### src/include/lsw_pkg.sv
package lsw_pkg;
  // ---------------------------------------------------------------------
  // timebase
  // ---------------------------------------------------------------------
  localparam int CLK_HZ          = 20000000;
  localparam int OVP_DEB_US      = 512;   // over-voltage debounce
  localparam int INRUSH_US       = 500;   // inrush clamp limit
  localparam int RETRY_AUTO_MS   = 64;    // auto-restart interval
  localparam int RETRY_LATCH_MS  = 2;     // latch-off variant retry delay
  localparam int RETRY_LATCH_CNT = 4;     // retries before latch-off
  localparam int EN_DELAY_US     = 9000;  // enable delay before ramp
  localparam int US_CYC          = CLK_HZ / 1000000;
  localparam int OVP_DEB_CYC     = OVP_DEB_US * US_CYC;
  localparam int INRUSH_CYC      = INRUSH_US * US_CYC;
  localparam int RETRY_AUTO_CYC  = RETRY_AUTO_MS * 1000 * US_CYC;
  localparam int RETRY_LATCH_CYC = RETRY_LATCH_MS * 1000 * US_CYC;
  localparam int EN_DELAY_CYC    = EN_DELAY_US * US_CYC;
  localparam int CNT_W           = 24;
  // ---------------------------------------------------------------------
  // sequencer states
  // ---------------------------------------------------------------------
  typedef enum logic [2:0] {
    ST_OFF    = 3'b000,
    ST_CHECK  = 3'b001,
    ST_DELAY  = 3'b010,
    ST_RAMP   = 3'b011,
    ST_ON     = 3'b100,
    ST_RETRY  = 3'b101,
    ST_LATCH  = 3'b110
  } seq_state_t;
endpackage : lsw_pkg

### src/include/sync_if.sv
`timescale 1ns/1ps
// synchronised comparator levels handed to the sequencer
interface sync_if;
  logic [6:0] raw;
  logic [6:0] lvl;
  modport src (input raw, output lvl);
  modport dst (output raw, input lvl);
endinterface : sync_if

### src/load_switch_fault_sequencer.sv
// Operation
// - enabled: enable low and no undervoltage lockout
// - lockout blocks switch below input threshold
// - level select picks 33 V or 23 V trip
// - capture level select at enable, hold it
// - over-voltage while on: off after debounce
// - over-voltage while off keeps switch off
// - any over-voltage pulls fault flag low
// - small input-output drop forces switch off
// - die overheat turns switch off
// - auto-restart: restart only below hysteresis level
// - auto-restart: thermal recovery uses full soft-start
// - latch-off: thermal latches until enable toggles
// - enable starts linear ramp, external duration
// - check faults, then delay, then switch on
// - inrush clamped 500 us shuts switch down
// - inrush timer restarts when clamp releases
// - limit and short shutdown disabled once on
// - auto-restart: retry every 64 ms forever
// - latch-off: four retries 2 ms apart, latch
// - over-voltage debounce is 512 us
// - reverse clear: switch back on, flag released
`timescale 1ns/1ps
module load_switch_fault_sequencer
  import lsw_pkg::*;
#(
  parameter bit AUTO_RESTART    = 1'b1,
  parameter int OVP_DEB_CYCLES  = OVP_DEB_CYC,
  parameter int INRUSH_CYCLES   = INRUSH_CYC,
  parameter int RETRY_A_CYCLES  = RETRY_AUTO_CYC,
  parameter int RETRY_L_CYCLES  = RETRY_LATCH_CYC,
  parameter int EN_DELAY_CYCLES = EN_DELAY_CYC
) (
  // clock and reset
  input  wire logic clk,
  input  wire logic rst,
  // host side
  input  wire logic switch_enable_low,
  output logic      fault_flag_low_o,
  output logic      fault_flag_low_oe,
  // analogue comparator levels
  input  wire logic input_undervoltage_lockout,
  input  wire logic ovp_level_select,
  input  wire logic ovp_over_33v,
  input  wire logic ovp_over_23v,
  input  wire logic reverse_block_condition,
  input  wire logic thermal_hot,
  input  wire logic thermal_cool,
  input  wire logic inrush_at_limit,
  input  wire logic ramp_done,
  // switch control
  output logic      switch_on,
  output logic      soft_start_run,
  output logic      low_threshold_sel
);
  sync_if sif ();
  seq_state_t   st_r, st_nxt;
  logic [CNT_W-1:0] tmr_r;
  logic [CNT_W-1:0] ovp_cnt_r;
  logic [2:0]   retry_r;
  logic         sel_r;
  logic         tsd_r;
  logic         en_prev_r;
  logic         en, uv, hot, cool, rev, ilim, rdone, ovp_lvl, ovp_trip;
  logic         enabled, fault;

  // --------------------------------------------------------------------
  // synchronise pin levels
  // --------------------------------------------------------------------
  assign sif.raw = {~switch_enable_low, input_undervoltage_lockout,
                    thermal_hot, thermal_cool, reverse_block_condition,
                    inrush_at_limit, ramp_done};
  level_sync #(.W(7)) u_sync (
    .clk (clk),
    .rst (rst),
    .s   (sif.src)
  );
  assign {en, uv, hot, cool, rev, ilim, rdone} = sif.lvl;

  // over-voltage comparators share one sampler path
  logic [2:0] ov_s1_r, ov_s2_r, ov_s3_r;
  logic [2:0] ov_lvl_r;
  always_ff @(posedge clk or posedge rst) begin
    if (rst) begin
      ov_s1_r  <= '0;
      ov_s2_r  <= '0;
      ov_s3_r  <= '0;
      ov_lvl_r <= '0;
    end else begin
      ov_s1_r  <= {ovp_over_33v, ovp_over_23v, ovp_level_select};
      ov_s2_r  <= ov_s1_r;
      ov_s3_r  <= ov_s2_r;
      ov_lvl_r <= (ov_lvl_r & ~(ov_s2_r ^ ov_s3_r))
                | (ov_s3_r & ~(ov_s2_r ^ ov_s3_r));
    end
  end

  // --------------------------------------------------------------------
  // enable qualification and threshold capture
  // --------------------------------------------------------------------
  assign enabled = en && !uv;

  always_ff @(posedge clk or posedge rst) begin
    if (rst) begin
      en_prev_r <= 1'b0;
    end else begin
      en_prev_r <= enabled;
    end
  end

  // latched only at the enable edge, later swings are ignored
  always_ff @(posedge clk or posedge rst) begin
    if (rst) begin
      sel_r <= 1'b0;
    end else if (enabled && !en_prev_r) begin
      sel_r <= ov_lvl_r[0];
    end
  end

  assign ovp_lvl = sel_r ? ov_lvl_r[1] : ov_lvl_r[2];

  // --------------------------------------------------------------------
  // over-voltage debounce, counts only while switch is on
  // --------------------------------------------------------------------
  always_ff @(posedge clk or posedge rst) begin
    if (rst) begin
      ovp_cnt_r <= '0;
    end else if (!ovp_lvl || !switch_on) begin
      ovp_cnt_r <= '0;
    end else if (ovp_cnt_r != CNT_W'(OVP_DEB_CYCLES)) begin
      ovp_cnt_r <= ovp_cnt_r + 1'b1;
    end
  end
  // when off, the level itself blocks; when on, after the debounce
  assign ovp_trip = ovp_lvl &&
    (!switch_on || ovp_cnt_r == CNT_W'(OVP_DEB_CYCLES));

  // --------------------------------------------------------------------
  // thermal latch with hysteresis
  // --------------------------------------------------------------------
  always_ff @(posedge clk or posedge rst) begin
    if (rst) begin
      tsd_r <= 1'b0;
    end else if (hot) begin
      tsd_r <= 1'b1;
    end else if (AUTO_RESTART && cool) begin
      tsd_r <= 1'b0;
    end else if (!AUTO_RESTART && !enabled) begin
      tsd_r <= 1'b0;
    end
  end

  assign fault = ovp_trip || tsd_r;

  // --------------------------------------------------------------------
  // sequencer
  // --------------------------------------------------------------------
  always_comb begin
    st_nxt = st_r;
    unique case (st_r)
      ST_OFF:   if (enabled) st_nxt = ST_CHECK;
      ST_CHECK: if (!fault && !rev) st_nxt = ST_DELAY;
      ST_DELAY: if (tmr_r == CNT_W'(EN_DELAY_CYCLES)) st_nxt = ST_RAMP;
      ST_RAMP: begin
        if (tmr_r == CNT_W'(INRUSH_CYCLES)) begin
          if (!AUTO_RESTART && retry_r == 3'(RETRY_LATCH_CNT))
            st_nxt = ST_LATCH;
          else
            st_nxt = ST_RETRY;
        end else if (rdone) begin
          st_nxt = ST_ON;
        end
      end
      ST_ON:    ;
      ST_RETRY: if (tmr_r == CNT_W'(AUTO_RESTART ? RETRY_A_CYCLES
                                                 : RETRY_L_CYCLES))
                  st_nxt = ST_CHECK;
      ST_LATCH: ;
      default:  st_nxt = ST_OFF;
    endcase
    // auto-restart: thermal and over-voltage restart through a full soft-start; latch-off goes to ST_LATCH
    if (st_r inside {ST_DELAY, ST_RAMP, ST_ON} && fault)
      st_nxt = (!AUTO_RESTART) ? ST_LATCH : ST_CHECK;
    if (!enabled) st_nxt = ST_OFF;
  end

  always_ff @(posedge clk or posedge rst) begin
    if (rst) begin
      st_r <= ST_OFF;
    end else begin
      st_r <= st_nxt;
    end
  end

  // shared interval timer; inrush phase resets while below the limit
  always_ff @(posedge clk or posedge rst) begin
    if (rst) begin
      tmr_r <= '0;
    end else if (st_nxt != st_r) begin
      tmr_r <= '0;
    end else if (st_r == ST_RAMP && !ilim) begin
      tmr_r <= '0;
    end else if (st_r inside {ST_DELAY, ST_RAMP, ST_RETRY}) begin
      tmr_r <= tmr_r + 1'b1;
    end
  end

  // retry count; cleared by disable or by a successful start
  always_ff @(posedge clk or posedge rst) begin
    if (rst) begin
      retry_r <= '0;
    end else if (!enabled || st_r == ST_ON) begin
      retry_r <= '0;
    end else if (st_r == ST_RAMP && st_nxt == ST_RETRY &&
                 retry_r != 3'(RETRY_LATCH_CNT)) begin
      retry_r <= retry_r + 1'b1;
    end
  end

  // --------------------------------------------------------------------
  // outputs, all registered
  // --------------------------------------------------------------------
  always_ff @(posedge clk or posedge rst) begin
    if (rst) begin
      switch_on         <= 1'b0;
      soft_start_run    <= 1'b0;
      low_threshold_sel <= 1'b0;
      fault_flag_low_o  <= 1'b0;
      fault_flag_low_oe <= 1'b1;
    end else begin
      // reverse block gates the gate drive only, no soft-start redo
      switch_on <= (st_nxt inside {ST_RAMP, ST_ON}) && !rev;
      // limit and short timer live only in ramp, gone once on
      soft_start_run    <= (st_nxt == ST_RAMP);
      low_threshold_sel <= sel_r;
      fault_flag_low_o  <= 1'b0;
      // flag driven for thermal, over-voltage, retry or latch-off, not reverse
      fault_flag_low_oe <= !(ovp_lvl || tsd_r ||
                             st_nxt inside {ST_RETRY, ST_LATCH});
    end
  end
endmodule : load_switch_fault_sequencer

### src/level_sync.sv
`timescale 1ns/1ps
module level_sync #(
  parameter int W = 7
) (
  // clock and reset
  input  wire logic clk,
  input  wire logic rst,
  // levels
  sync_if.src       s
);
  logic [W-1:0] s1_r;
  logic [W-1:0] s2_r;
  logic [W-1:0] s3_r;
  logic [W-1:0] lvl_r;

  // --------------------------------------------------------------------
  // three stages; a change counts once stage two and three agree
  // --------------------------------------------------------------------
  always_ff @(posedge clk or posedge rst) begin
    if (rst) begin
      s1_r <= '0;
      s2_r <= '0;
      s3_r <= '0;
    end else begin
      s1_r <= s.raw[W-1:0];
      s2_r <= s1_r;
      s3_r <= s2_r;
    end
  end

  // only agreed bits move, so a single-cycle glitch never reaches lvl
  always_ff @(posedge clk or posedge rst) begin
    if (rst) begin
      lvl_r <= '0;
    end else begin
      lvl_r <= (lvl_r & ~(s2_r ^ s3_r)) | (s3_r & ~(s2_r ^ s3_r));
    end
  end

  assign s.lvl = lvl_r;
endmodule : level_sync

### config.mk
export PLATFORM = sky130hd
export DESIGN_NAME = load_switch_fault_sequencer
export DESIGN_NICKNAME = d
export VERILOG_FILES = /design/src/include/lsw_pkg.sv /design/src/include/sync_if.sv /design/src/load_switch_fault_sequencer.sv /design/src/level_sync.sv
export SDC_FILE = /design/constraint.sdc
export NUM_CORES = 1
export LEC_CHECK = 0
export BUFFER_PORTS_ARGS = -buffer_cell sky130_fd_sc_hd__buf_2
export CAP_MARGIN = 30
export CORE_MARGIN = 5
export CORE_UTILIZATION = 50
export DETAILED_ROUTE_END_ITERATION = 8
export GPL_TIMING_DRIVEN = 0
export PLACE_DENSITY = 0.67
export SETUP_SLACK_MARGIN = 0.4
export SLEW_MARGIN = 30
export SYNTH_ARGS = -nofsm -noshare
export SYNTH_HDL_FRONTEND = slang
export SYNTH_SLANG_ARGS = --single-unit
### constraint.sdc
create_clock -name clk -period 4.1 [get_ports clk]
set_clock_uncertainty 0.05 [all_clocks]
set_input_delay 0 -clock clk [delete_from_list [all_inputs] [get_ports clk]]
set_output_delay 0 -clock clk [all_outputs]
set_load 0.05 [all_outputs]
; ---- Yosys cells after proc, flatten, opt, wreduce, memory -nomap -nowiden
; Cells that the tools add are included.
[word_totals]
reg_bits = 98
inputBits = 12
out_inout_bits = 5
word_cells = 92
[op_classes]
n_addsub = 2
n_eq_ne = 16
muxes = 16
n_bitwise = 11
reduce_logical = 29
[ops]
columns = cell, count
row1 = $mux 24, 5
row2 = $add 24x1->24 const B, 2
row3 = $eq 24x14->1 const B, 2
row4 = $eq 24x18->1 const B, 1
row5 = $eq 24x21->1 const B, 1
row6 = $ne 24x14->1 const B, 1
row7 = $mux 3, 7
row8 = $eq 3x3->1 const B, 6
row9 = $pmux 3 s6, 1
row10 = $and 7x7->7, 2
row11 = $eq 3x2->1 const B, 3
row12 = $reduce_bool 3->1, 3
row13 = $logic_not 1->1, 8
row14 = $reduce_bool 2->1, 4
row15 = $logic_and 1x1->1, 7
row16 = $not 7->7, 1
row17 = $or 7x7->7, 1
row18 = $xor 7x7->7, 1
row19 = $and 3x3->3, 2
row20 = $logic_or 1x1->1, 5
row21 = $eq 3x1->1 const B, 1
row22 = $logic_not 3->1, 1
row23 = $mux 1, 3
row24 = $ne 3x3->1, 1
row25 = 5 further kinds, 5

; ---- Depth between registers and ports, before layout
; Gate-level depths: netlist of run 1.
[logic_depth]
word_depth = 14
ltp_mapped = 10
mapped_depth_nobuf = 8

; ---- By module
; From an unflattened synthesis of run 1, not the netlist that was laid out.
[unflattened]
cells_unflattened = 412
area_unflattened_um2 = 4453.0
[modules_own_cells]
columns = mod, n_inst, cells_per_inst, area_each_um2, seq_area_each_um2
row1 = load_switch_fault_sequencer, 1, 362, 3582.2, 1752.9
row2 = level_sync, 1, 50, 870.8, 700.7

; ---- Worst setup path after synthesis of run 1
; OpenSTA, ideal clock, no wires.
[synth_timing]
path_type = reg-to-reg
startpoint = reg switch_on
endpoint = reg tmr_r[3]
setup_ns = 0.096
arrival_time_ns = 2.033
t_required_ns = 3.954
slack_ns = 1.922
stages_incl_launch_ff = 9
n_path_buf = 2
period_less_slack_ns = 2.178
cell_sequence = dfrtp_1 and2b_2 a21boi_1 a211oi_2 o211ai_1 and4_1 buf_6 buf_12 nor4_2
[synth_between]
elab_chain_cells = 12
elab_cells_between_ends = 14
cone_classes = eq/ne (1) / mux (5) / reduce/logical (8)
[synth_lines]
columns = item, line
row1 = from (decl), load_switch_fault_sequencer.sv:52  ; output logic switch_on,
row2 = from (signal assigned), load_switch_fault_sequencer.sv:232  ; switch_on <= (st_nxt inside {ST_RAMP, ST_ON}) && !rev;
row3 = $logic_not 1->1 *, load_switch_fault_sequencer.sv:136  ; (!switch_on || ovp_cnt_r == CNT_W'(OVP_DEB_CYCLES));
row4 = $logic_or 1x1->1 *, load_switch_fault_sequencer.sv:136
row5 = $logic_and 1x1->1 *, load_switch_fault_sequencer.sv:135  ; assign ovp_trip = ovp_lvl &&
row6 = $logic_or 1x1->1 *, load_switch_fault_sequencer.sv:153  ; assign fault = ovp_trip || tsd_r;
row7 = $logic_not 1->1, load_switch_fault_sequencer.sv:162  ; ST_CHECK: if (!fault && !rev) st_nxt = ST_DELAY;
row8 = $logic_and 1x1->1, load_switch_fault_sequencer.sv:162
row9 = $mux 3, load_switch_fault_sequencer.sv:162
row10 = $pmux 3 s6, load_switch_fault_sequencer.sv:160  ; unique case (st_r)
row11 = $mux 3 *, load_switch_fault_sequencer.sv:182  ; if (st_r inside {ST_DELAY, ST_RAMP, ST_ON} && fault)
row12 = $mux 3 *, load_switch_fault_sequencer.sv:184  ; if (!enabled) st_nxt = ST_OFF;
row13 = $ne 3x3->1 *, load_switch_fault_sequencer.sv:199  ; end else if (st_nxt != st_r) begin
row14 = $reduce_bool 3->1 (no line) / $mux 24 (equally long branches), --
row15 = to (signal assigned), load_switch_fault_sequencer.sv:204  ; tmr_r <= tmr_r + 1'b1;
row16 = to (decl), load_switch_fault_sequencer.sv:58  ; logic [CNT_W-1:0] tmr_r;
; Every way passes the cells marked *; elsewhere a longest branch is shown, timed or not.
; A chain may end at the register's enable or synchronous reset.

; ---- Worst setup path in the final report of run 1
[layout_timing]
startpoint = reg ovp_cnt_r[0]
endpoint = reg tmr_r[13]
[layout_between]
elab_chain_cells = 12
elab_cells_between_ends = 14
cone_classes = eq/ne (2) / mux (5) / reduce/logical (7)
[layout_lines]
columns = item, line
row1 = from (decl), load_switch_fault_sequencer.sv:59  ; logic [CNT_W-1:0] ovp_cnt_r;
row2 = from (signal assigned), load_switch_fault_sequencer.sv:131  ; ovp_cnt_r <= ovp_cnt_r + 1'b1;
row3 = $eq 24x14->1 *, load_switch_fault_sequencer.sv:136
row4 = $logic_or 1x1->1 *, load_switch_fault_sequencer.sv:136
row5 = $logic_and 1x1->1 *, load_switch_fault_sequencer.sv:135
row6 = $logic_or 1x1->1 *, load_switch_fault_sequencer.sv:153
row7 = $logic_not 1->1, load_switch_fault_sequencer.sv:162
row8 = $logic_and 1x1->1, load_switch_fault_sequencer.sv:162
row9 = $mux 3, load_switch_fault_sequencer.sv:162
row10 = $pmux 3 s6, load_switch_fault_sequencer.sv:160
row11 = $mux 3 *, load_switch_fault_sequencer.sv:182
row12 = $mux 3 *, load_switch_fault_sequencer.sv:184
row13 = $ne 3x3->1 *, load_switch_fault_sequencer.sv:199
row14 = $reduce_bool 3->1 (no line) / $mux 24 (equally long branches), --
; Marks and branches as above.

==> reports/qor.csv, run 1 <==
stage;metric;value;unit
worst_setup_path;worst r2r src;ovp_cnt_r[0];
yosys;Mapped Nets;482;
yosys;Synth Warn #;0;
global_route;grt met3 use;2.47;%
worst_setup_path;CP max-delay cell;a211oi_2;
power_and_ir_drop;Leak;0.00236;uW
worst_setup_path;CP Cell Sequence;inv_1, ha_1, nor3b_1, nand4_1, a211oi_2, nand2b_1, o2bb2ai_2, buf_2, nor3_1;
worst_setup_path;Buf+Inv Stages, Crit Path;2;
yosys;main flop type after synthesis;dfrtp_1;
worst_setup_path;max incr delay on CP;0.43;ns
layout;commonest non-fill, non-tap cell in the layout;dfrtp_1;
timing;final setup fails;0;
routing;WL/cell;16.0;um
worst_setup_path;R2R Path End;tmr_r[13];
timing;Setup WS post-layout;1.51;ns
yosys;mean post-synth cell area;11.0;um2
worst_setup_path;Reg2Reg Depth;9;
min_path;Hold Path Class;primary input to asynchronous set/reset pin;
place;Placement Setup Slack;1.53;ns
yosys;Cell Area, Synth;4990;um2
worst_setup_path;Largest delay share family, worst path;simple AND/OR/NAND/NOR gates;
power_and_ir_drop;Max VDD drop;0.000266;V
clock_network;Clock transition at path regs;0.10;ns
layout;fin area;5550;um2
routing;routed wire length;10.1;mm
layout;Layout area overhead;11.2;%
timing;Fin Setup TNS;0;ns
timing;Period Utilization, post-route;63.1;%
yosys;sequential area share after synthesis;49.1;%
worst_setup_path;critical-path maximum fanout;10;
yosys;Async SR Flop Fraction;100;%
die;Core Area;9770;um2
die;Die W;110;um
routing;DRT antenna net count;0;
layout;commonest non-fill, non-tap cells in the layout;dfrtp_1 (97), nor2_1 (36), nand2_1 (26);
die;Starting Density;51.1;%
worst_setup_path;Setup CP Type;register to register;
timing;Max Clk Rate;0.386;GHz
worst_setup_path;setup slack, reg-to-reg;1.51;ns
worst_setup_path;CP startpoint kind;register;
global_route;initial antenna violation count;0;
timing;clock period minus worst slack;2.59;ns
yosys;Synth Instances;456;
place;Post-DP Area;5260;um2
routing;drt drc;0;
die;Die Y;110;um
routing;Vias;3621;
place;placer congestion estimate;0.894;
yosys;number of flops mapped to enable cells by yosys;0;
layout;fill cell count;847;
routing;drt pass-1 iters;5;
yosys;Netlist cell types;73;
yosys;#FFs+latches synth;98;
timing;slew margin rel.;40.8;%
layout;antenna diode count;0;
routing;Vias/cell;5.73;
die;Rows;36;
timing;RSZ-0062 raised after global routing;no;
global_route;first-pass GRT wire length;17.9;mm
global_route;global-route track usage on met2;28.9;%
clock_network;Skew-Pair Late Insertion Delay;0.36;ns
global_route;GRT Max-Usage Layer;met2;
clock_network;CTS Buf Count;9;
worst_setup_path;CP Capture Type;register;
layout;area of the multi-input gates;2270;um2
layout;nets;520;
die;DIE AREA;12100;um2
layout;Finished Core Util;56.8;%
worst_setup_path;worst path required time;4.29;ns
die;I/O pin count;17;
clock_network;TritonCTS clock tree;done;
clock_network;Clock Tree Buf Depth;2;
worst_setup_path;WP data arrival;2.78;ns
global_route;largest net degree at the start of global routing;54;
layout;layout cell share with drive strength beyond 1;16.2;%
timing;Worst-Margin Slew;0.886;ns
outcome;status;completed;
global_route;routing usage on met1;27.6;%
place;number of port buffers;15;
routing;Iter 0 DRT Violations;285;
timing;Slew Viols, Final;0;
timing;hold_ws;0.186;ns
global_route;vias in the first global route;3611;
global_route;total global routing overflow;0;
clock_network;clock root cell;clkbuf_8;
global_route;Tot GR Track Use;18.9;%
clock_network;CTS H-Tree Depth;3;
run;Max Cap Viol;0;
layout;Reg area;2450;um2
timing;Hold Fails Final Rpt;0;
clock_network;Sink Count;98;
power_and_ir_drop;Power Density;339;nW/um2
place;DP HPWL;7.07;mm
[worst register-to-register path, stage by stage (launching register included)]
cell	delay, ns
dfrtp_1	0.42
inv_1	0.10
ha_1	0.14
nor3b_1	0.17
nand4_1	0.23
a211oi_2	0.43
nand2b_1	0.29
o2bb2ai_2	0.24
buf_2	0.31
nor3_1	0.10
[logic make-up after synthesis]
group | Yosys count | synth area share [%]
AOI/OAI and AO/OA | 74 | 11.1
xor gates and xnor gates | 37 | 6.49
adders and majority gates | 14 | 3.51
buffers and inverters | 41 | 5.34
DFF | 98 | 49.1
muxes | 5 | 1.08
other | 1 | 0.0751
and+or+nand+nor | 186 | 23.3
[Yosys cell counts (all sizes together), types with 3 or more instances]
cell type   n  area [um2]
dfrtp      97        2430
nor2       38         166
nand2      26        97.6
inv        24        90.1
xnor2      23         201
nand3      20         100
nand4      20         125
nor3       18        95.1
nor4       15         153
o211ai     15         113
ha         14         175
o21ai      14        70.1
xor2       14         123
a21o       11        82.6
a21oi      11        55.1
buf        11         114
and3        6        38.8
and4        6        53.8
clkbuf      6        62.6
or3         6        37.5
nand2b      4        25.0
nor3b       4        35.0
nor4b       4        47.6
o2111ai     4        35.0
a2111oi     3        51.3
a211oi      3        32.5
and3b       3        27.5
mux2        3        33.8
nand4b      3        47.5
[area by class of cell]
cell class	count	share of cell area, %
buffer	17	3.18
timing repair buffer	27	3.69
multi-input combinational	317	40.9
clock buffer	9	2.23
tap	133	3.00
clock inverter	7	1.08
inverter	24	1.71
sequential	98	44.2
[report_power, final]
group / total (uW) / internal, uW / switching, uW
logic: 262 / 95.6 / 166
clock network: 581 / 230 / 351
registers: 1040 / 1010 / 27.9
[how the worst max path moves through the flow]
| stage | slack, ns | end | start | cells after the start |
|---|---|---|---|---|
| 6_report | 1.51 | tmr_r[13] | ovp_cnt_r[0] | 9 |
| 5_1_grt | 1.23 | tmr_r[10] | tmr_r[6] | 7 |
| 4_1_cts | 1.51 | tmr_r[13] | ovp_cnt_r[0] | 9 |
| 3_5_place_dp | 1.53 | tmr_r[13] | ovp_cnt_r[0] | 9 |
| 3_3_place_gp | 0.42 | tmr_r[14] | rst | 2 |
| 2_1_floorplan | 1.49 | en_prev_r | rst | 1 |
[layer usage]
metal / routed length [um] / share of wire [%]
met3: 536 / 5.3
met4: 123 / 1.2
met1: 4710 / 46
met2: 4770 / 47
met5: 0 / 0
[registers in the layout, indices dropped and copies added (netlist names)]
name / cells
u_sync.s.lvl: 7
sel_r: 1
ov_lvl_r: 3
en_prev_r: 1
tsd_r: 1
ov_s2_r: 3
fault_flag_low_oe: 1
switch_on: 1
u_sync.s1_r: 7
u_sync.s2_r: 7
st_r: 3
tmr_r: 24
ov_s1_r: 3
u_sync.s3_r: 7
low_threshold_sel: 1
ovp_cnt_r: 24
soft_start_run: 1
ov_s3_r: 3
[per-stage QoR]
stage                     std cells  power (uW)
final                           632        1880
after global routing            632        1980
after CTS                       632        1900
after detailed placement        605        1310
after global placement          604        1300
after floorplan                 456        1240
[timing repair]
item | 4_1_cts | 5_1_grt
hold buffers | 11 | 0
buffers inserted | 0 | 0
resized for setup | 0 | 0
hold endpoints to repair | 62 | 0
Note: power is estimated with default switching activity, not from simulation.
==> inputs of run 2 (changes only) <==
ABC_AREA = 1   (was not set)
clock period = 2.72 ns   (was 4.1 ns; I/O delays follow)
==> run 2 against run 1 <==
Net effect: sequential power grew 48%; first-iteration DRC count shrank 46%; register-to-register slack lost 0.92 ns; combinational power grew 38%; critical endpoint is now tmr_r[10]; largest cell class unchanged; largest power group unchanged.
==> reports/qor.csv, run 2 <==
stage;metric;value;unit
outcome;status;completed;
timing;Max Clk Rate;0.471;GHz
yosys;Synth Warn #;0;
clock_network;Clock Tree Buf Depth;2;
worst_setup_path;WP data arrival;2.33;ns
timing;Slew Viols, Final;0;
worst_setup_path;critical-path maximum fanout;8;
clock_network;clock root cell;clkbuf_8;
timing;slew margin rel.;59.9;%
routing;Vias;3531;
global_route;initial antenna violation count;0;
yosys;Synth Instances;543;
power_and_ir_drop;Max VDD drop;0.000422;V
yosys;Async SR Flop Fraction;100;%
place;DP HPWL;6.36;mm
die;I/O pin count;17;
global_route;vias in the first global route;3568;
global_route;Tot GR Track Use;16.3;%
yosys;Netlist cell types;44;
yosys;#FFs+latches synth;98;
layout;nets;614;
die;Rows;36;
clock_network;Sink Count;98;
timing;Period Utilization, post-route;78.1;%
yosys;sequential area share after synthesis;49.5;%
clock_network;CTS H-Tree Depth;3;
timing;final setup fails;0;
place;Placement Setup Slack;0.521;ns
global_route;largest net degree at the start of global routing;33;
clock_network;CTS Buf Count;9;
place;placer congestion estimate;0.888;
yosys;top cell type's share of synthesized area;48.9;%
worst_setup_path;Setup CP Type;register to register;
global_route;first-pass GRT wire length;15.6;mm
yosys;synth top area cells;dfrtp_1 (49%), nand2_1 (6.3%), nor2_4 (5.4%);
worst_setup_path;CP startpoint kind;register;
min_path;Hold Path Class;primary input to asynchronous set/reset pin;
clock_network;Clock transition at path regs;0.11;ns
layout;commonest non-fill, non-tap cell in the layout;dfrtp_1;
yosys;top-count cell post-synth;dfrtp_1;
clock_network;TritonCTS clock tree;done;
yosys;Mapped Nets;569;
routing;WL/cell;12.2;um
power_and_ir_drop;Leak;0.00255;uW
yosys;Cell Area, Synth;4960;um2
routing;Vias/cell;4.86;
worst_setup_path;R2R Path End;tmr_r[10];
worst_setup_path;worst path required time;2.93;ns
place;number of port buffers;15;
layout;biggest regs;ovp_cnt_r: 24 flops, tmr_r: 24 flops;
routing;routed wire length;8.88;mm
routing;drt drc;0;
timing;Worst-Margin Slew;0.599;ns
worst_setup_path;worst r2r src;tmr_r[0];
routing;drt pass-1 iters;5;
run;Max Cap Viol;0;
power_and_ir_drop;Power Density;500;nW/um2
timing;Hold Fails Final Rpt;0;
yosys;main flop type after synthesis;dfrtp_1;
die;Starting Density;51.0;%
layout;layout cell share with drive strength beyond 1;20.9;%
clock_network;Skew-Pair Late Insertion Delay;0.38;ns
routing;DRT antenna net count;0;
yosys;synth cell count leaders;dfrtp_1 (97), nand2_1 (83), inv_1 (71);
worst_setup_path;Reg2Reg Depth;16;
routing;Iter 0 DRT Violations;154;
layout;fin area;5670;um2
worst_setup_path;setup slack, reg-to-reg;0.60;ns
timing;Fin Setup TNS;0;ns
die;Core Area;9730;um2
layout;antenna diode count;0;
worst_setup_path;CP Capture Type;register;
die;Die W;110;um
timing;RSZ-0062 raised after global routing;no;
die;DIE AREA;12000;um2
place;Post-DP Area;5270;um2
power_and_ir_drop;Power Total;2840;uW
timing;Setup WS post-layout;0.597;ns
global_route;total global routing overflow;0;
die;Die Y;110;um
yosys;post-synth top area cell;dfrtp_1;
yosys;number of flops mapped to enable cells by yosys;0;
layout;Layout area overhead;14.3;%
layout;commonest non-fill, non-tap cells in the layout;dfrtp_1 (97), nand2_1 (83), inv_1 (68);
timing;clock period minus worst slack;2.12;ns
yosys;mean post-synth cell area;9.13;um2
## run 2: how the worst max path moves through the flow
stage	from	endpoint	slack [ns]	cells past startpoint
2_1_floorplan	ovp_cnt_r[0]	tmr_r[1]	0.78	18
3_3_place_gp	ovp_cnt_r[0]	tmr_r[1]	0.57	18
3_5_place_dp	ovp_cnt_r[0]	tmr_r[1]	0.52	18
4_1_cts	ovp_cnt_r[0]	tmr_r[13]	0.50	18
5_1_grt	ovp_cnt_r[0]	tmr_r[17]	0.40	18
6_report	tmr_r[0]	tmr_r[10]	0.60	16
## run 2: cell type report
type | instances | area [um2]
inverter | 78 | 298
buffer | 9 | 95.1
sequential | 98 | 2450
clock buffer | 9 | 124
timing repair buffer | 34 | 325
multi-input combinational | 358 | 2130
tap | 133 | 166
clock inverter | 7 | 76.3
fill | 883 | 4060
## run 2: layer usage
| metal | global-route usage (%) | vias to the layer above | part of all wire [%] |
|---|---|---|---|
| li1 | - | 1815 | - |
| met2 | 26.9 | 42 | 48 |
| met3 | 3.35 | 10 | 3.0 |
| met1 | 21.5 | 1664 | 48 |
| met5 | 0 | - | 0 |
| met4 | 5.88 | 0 | 1.1 |
## run 2: power by group
group	internal, uW	switching (uW)
sequential	1520	27.0
clock	366	564
combinational	140	222
## run 2: cell families (layout without fill, tap and decap cells)
family | Yosys count | in the layout | synth area share [%]
other cells | 1 | 1 | 0.0756
fa+ha+maj | 14 | 14 | 3.53
simple gates | 267 | 267 | 29.1
flops | 98 | 98 | 49.5
compound gates | 57 | 57 | 6.66
xor+xnor | 19 | 19 | 3.36
buf+inv | 87 | 137 | 7.85
## run 2: repair_timing
action / 4_1_cts / 5_1_grt
buffers inserted: 0 / 3
endpoints found under the setup margin: 0 / 20
hold endpoints to repair: 79 / 0
hold buffers: 11 / 0
gates resized for setup: 0 / 4
## run 2: through the flow
stage / hold slack, ns / cells / utilization (%)
final: 0.146 / 726 / 58.3
after global routing: 0.178 / 726 / 58.3
after CTS: 0.135 / 721 / 57.4
after detailed placement: 0.00820 / 694 / 54.2
after global placement: 0.0577 / 691 / 53.5
after floorplan: -0.0186 / 543 / -
## run 2: critical path, stage by stage, from the launching register on
cell and delay (ns):
dfrtp_1 0.43, inv_1 0.07, ha_1 0.15, nand3_1 0.10, nor2_1 0.18, nand3_2 0.12
nand3_1 0.08, nand2_1 0.05, inv_1 0.05, nand2_1 0.09, nand2_2 0.10, nand2_1 0.06
nand2_2 0.09, nor2_4 0.06, nand2_8 0.12, clkbuf_16 0.18, nor2_4 0.03
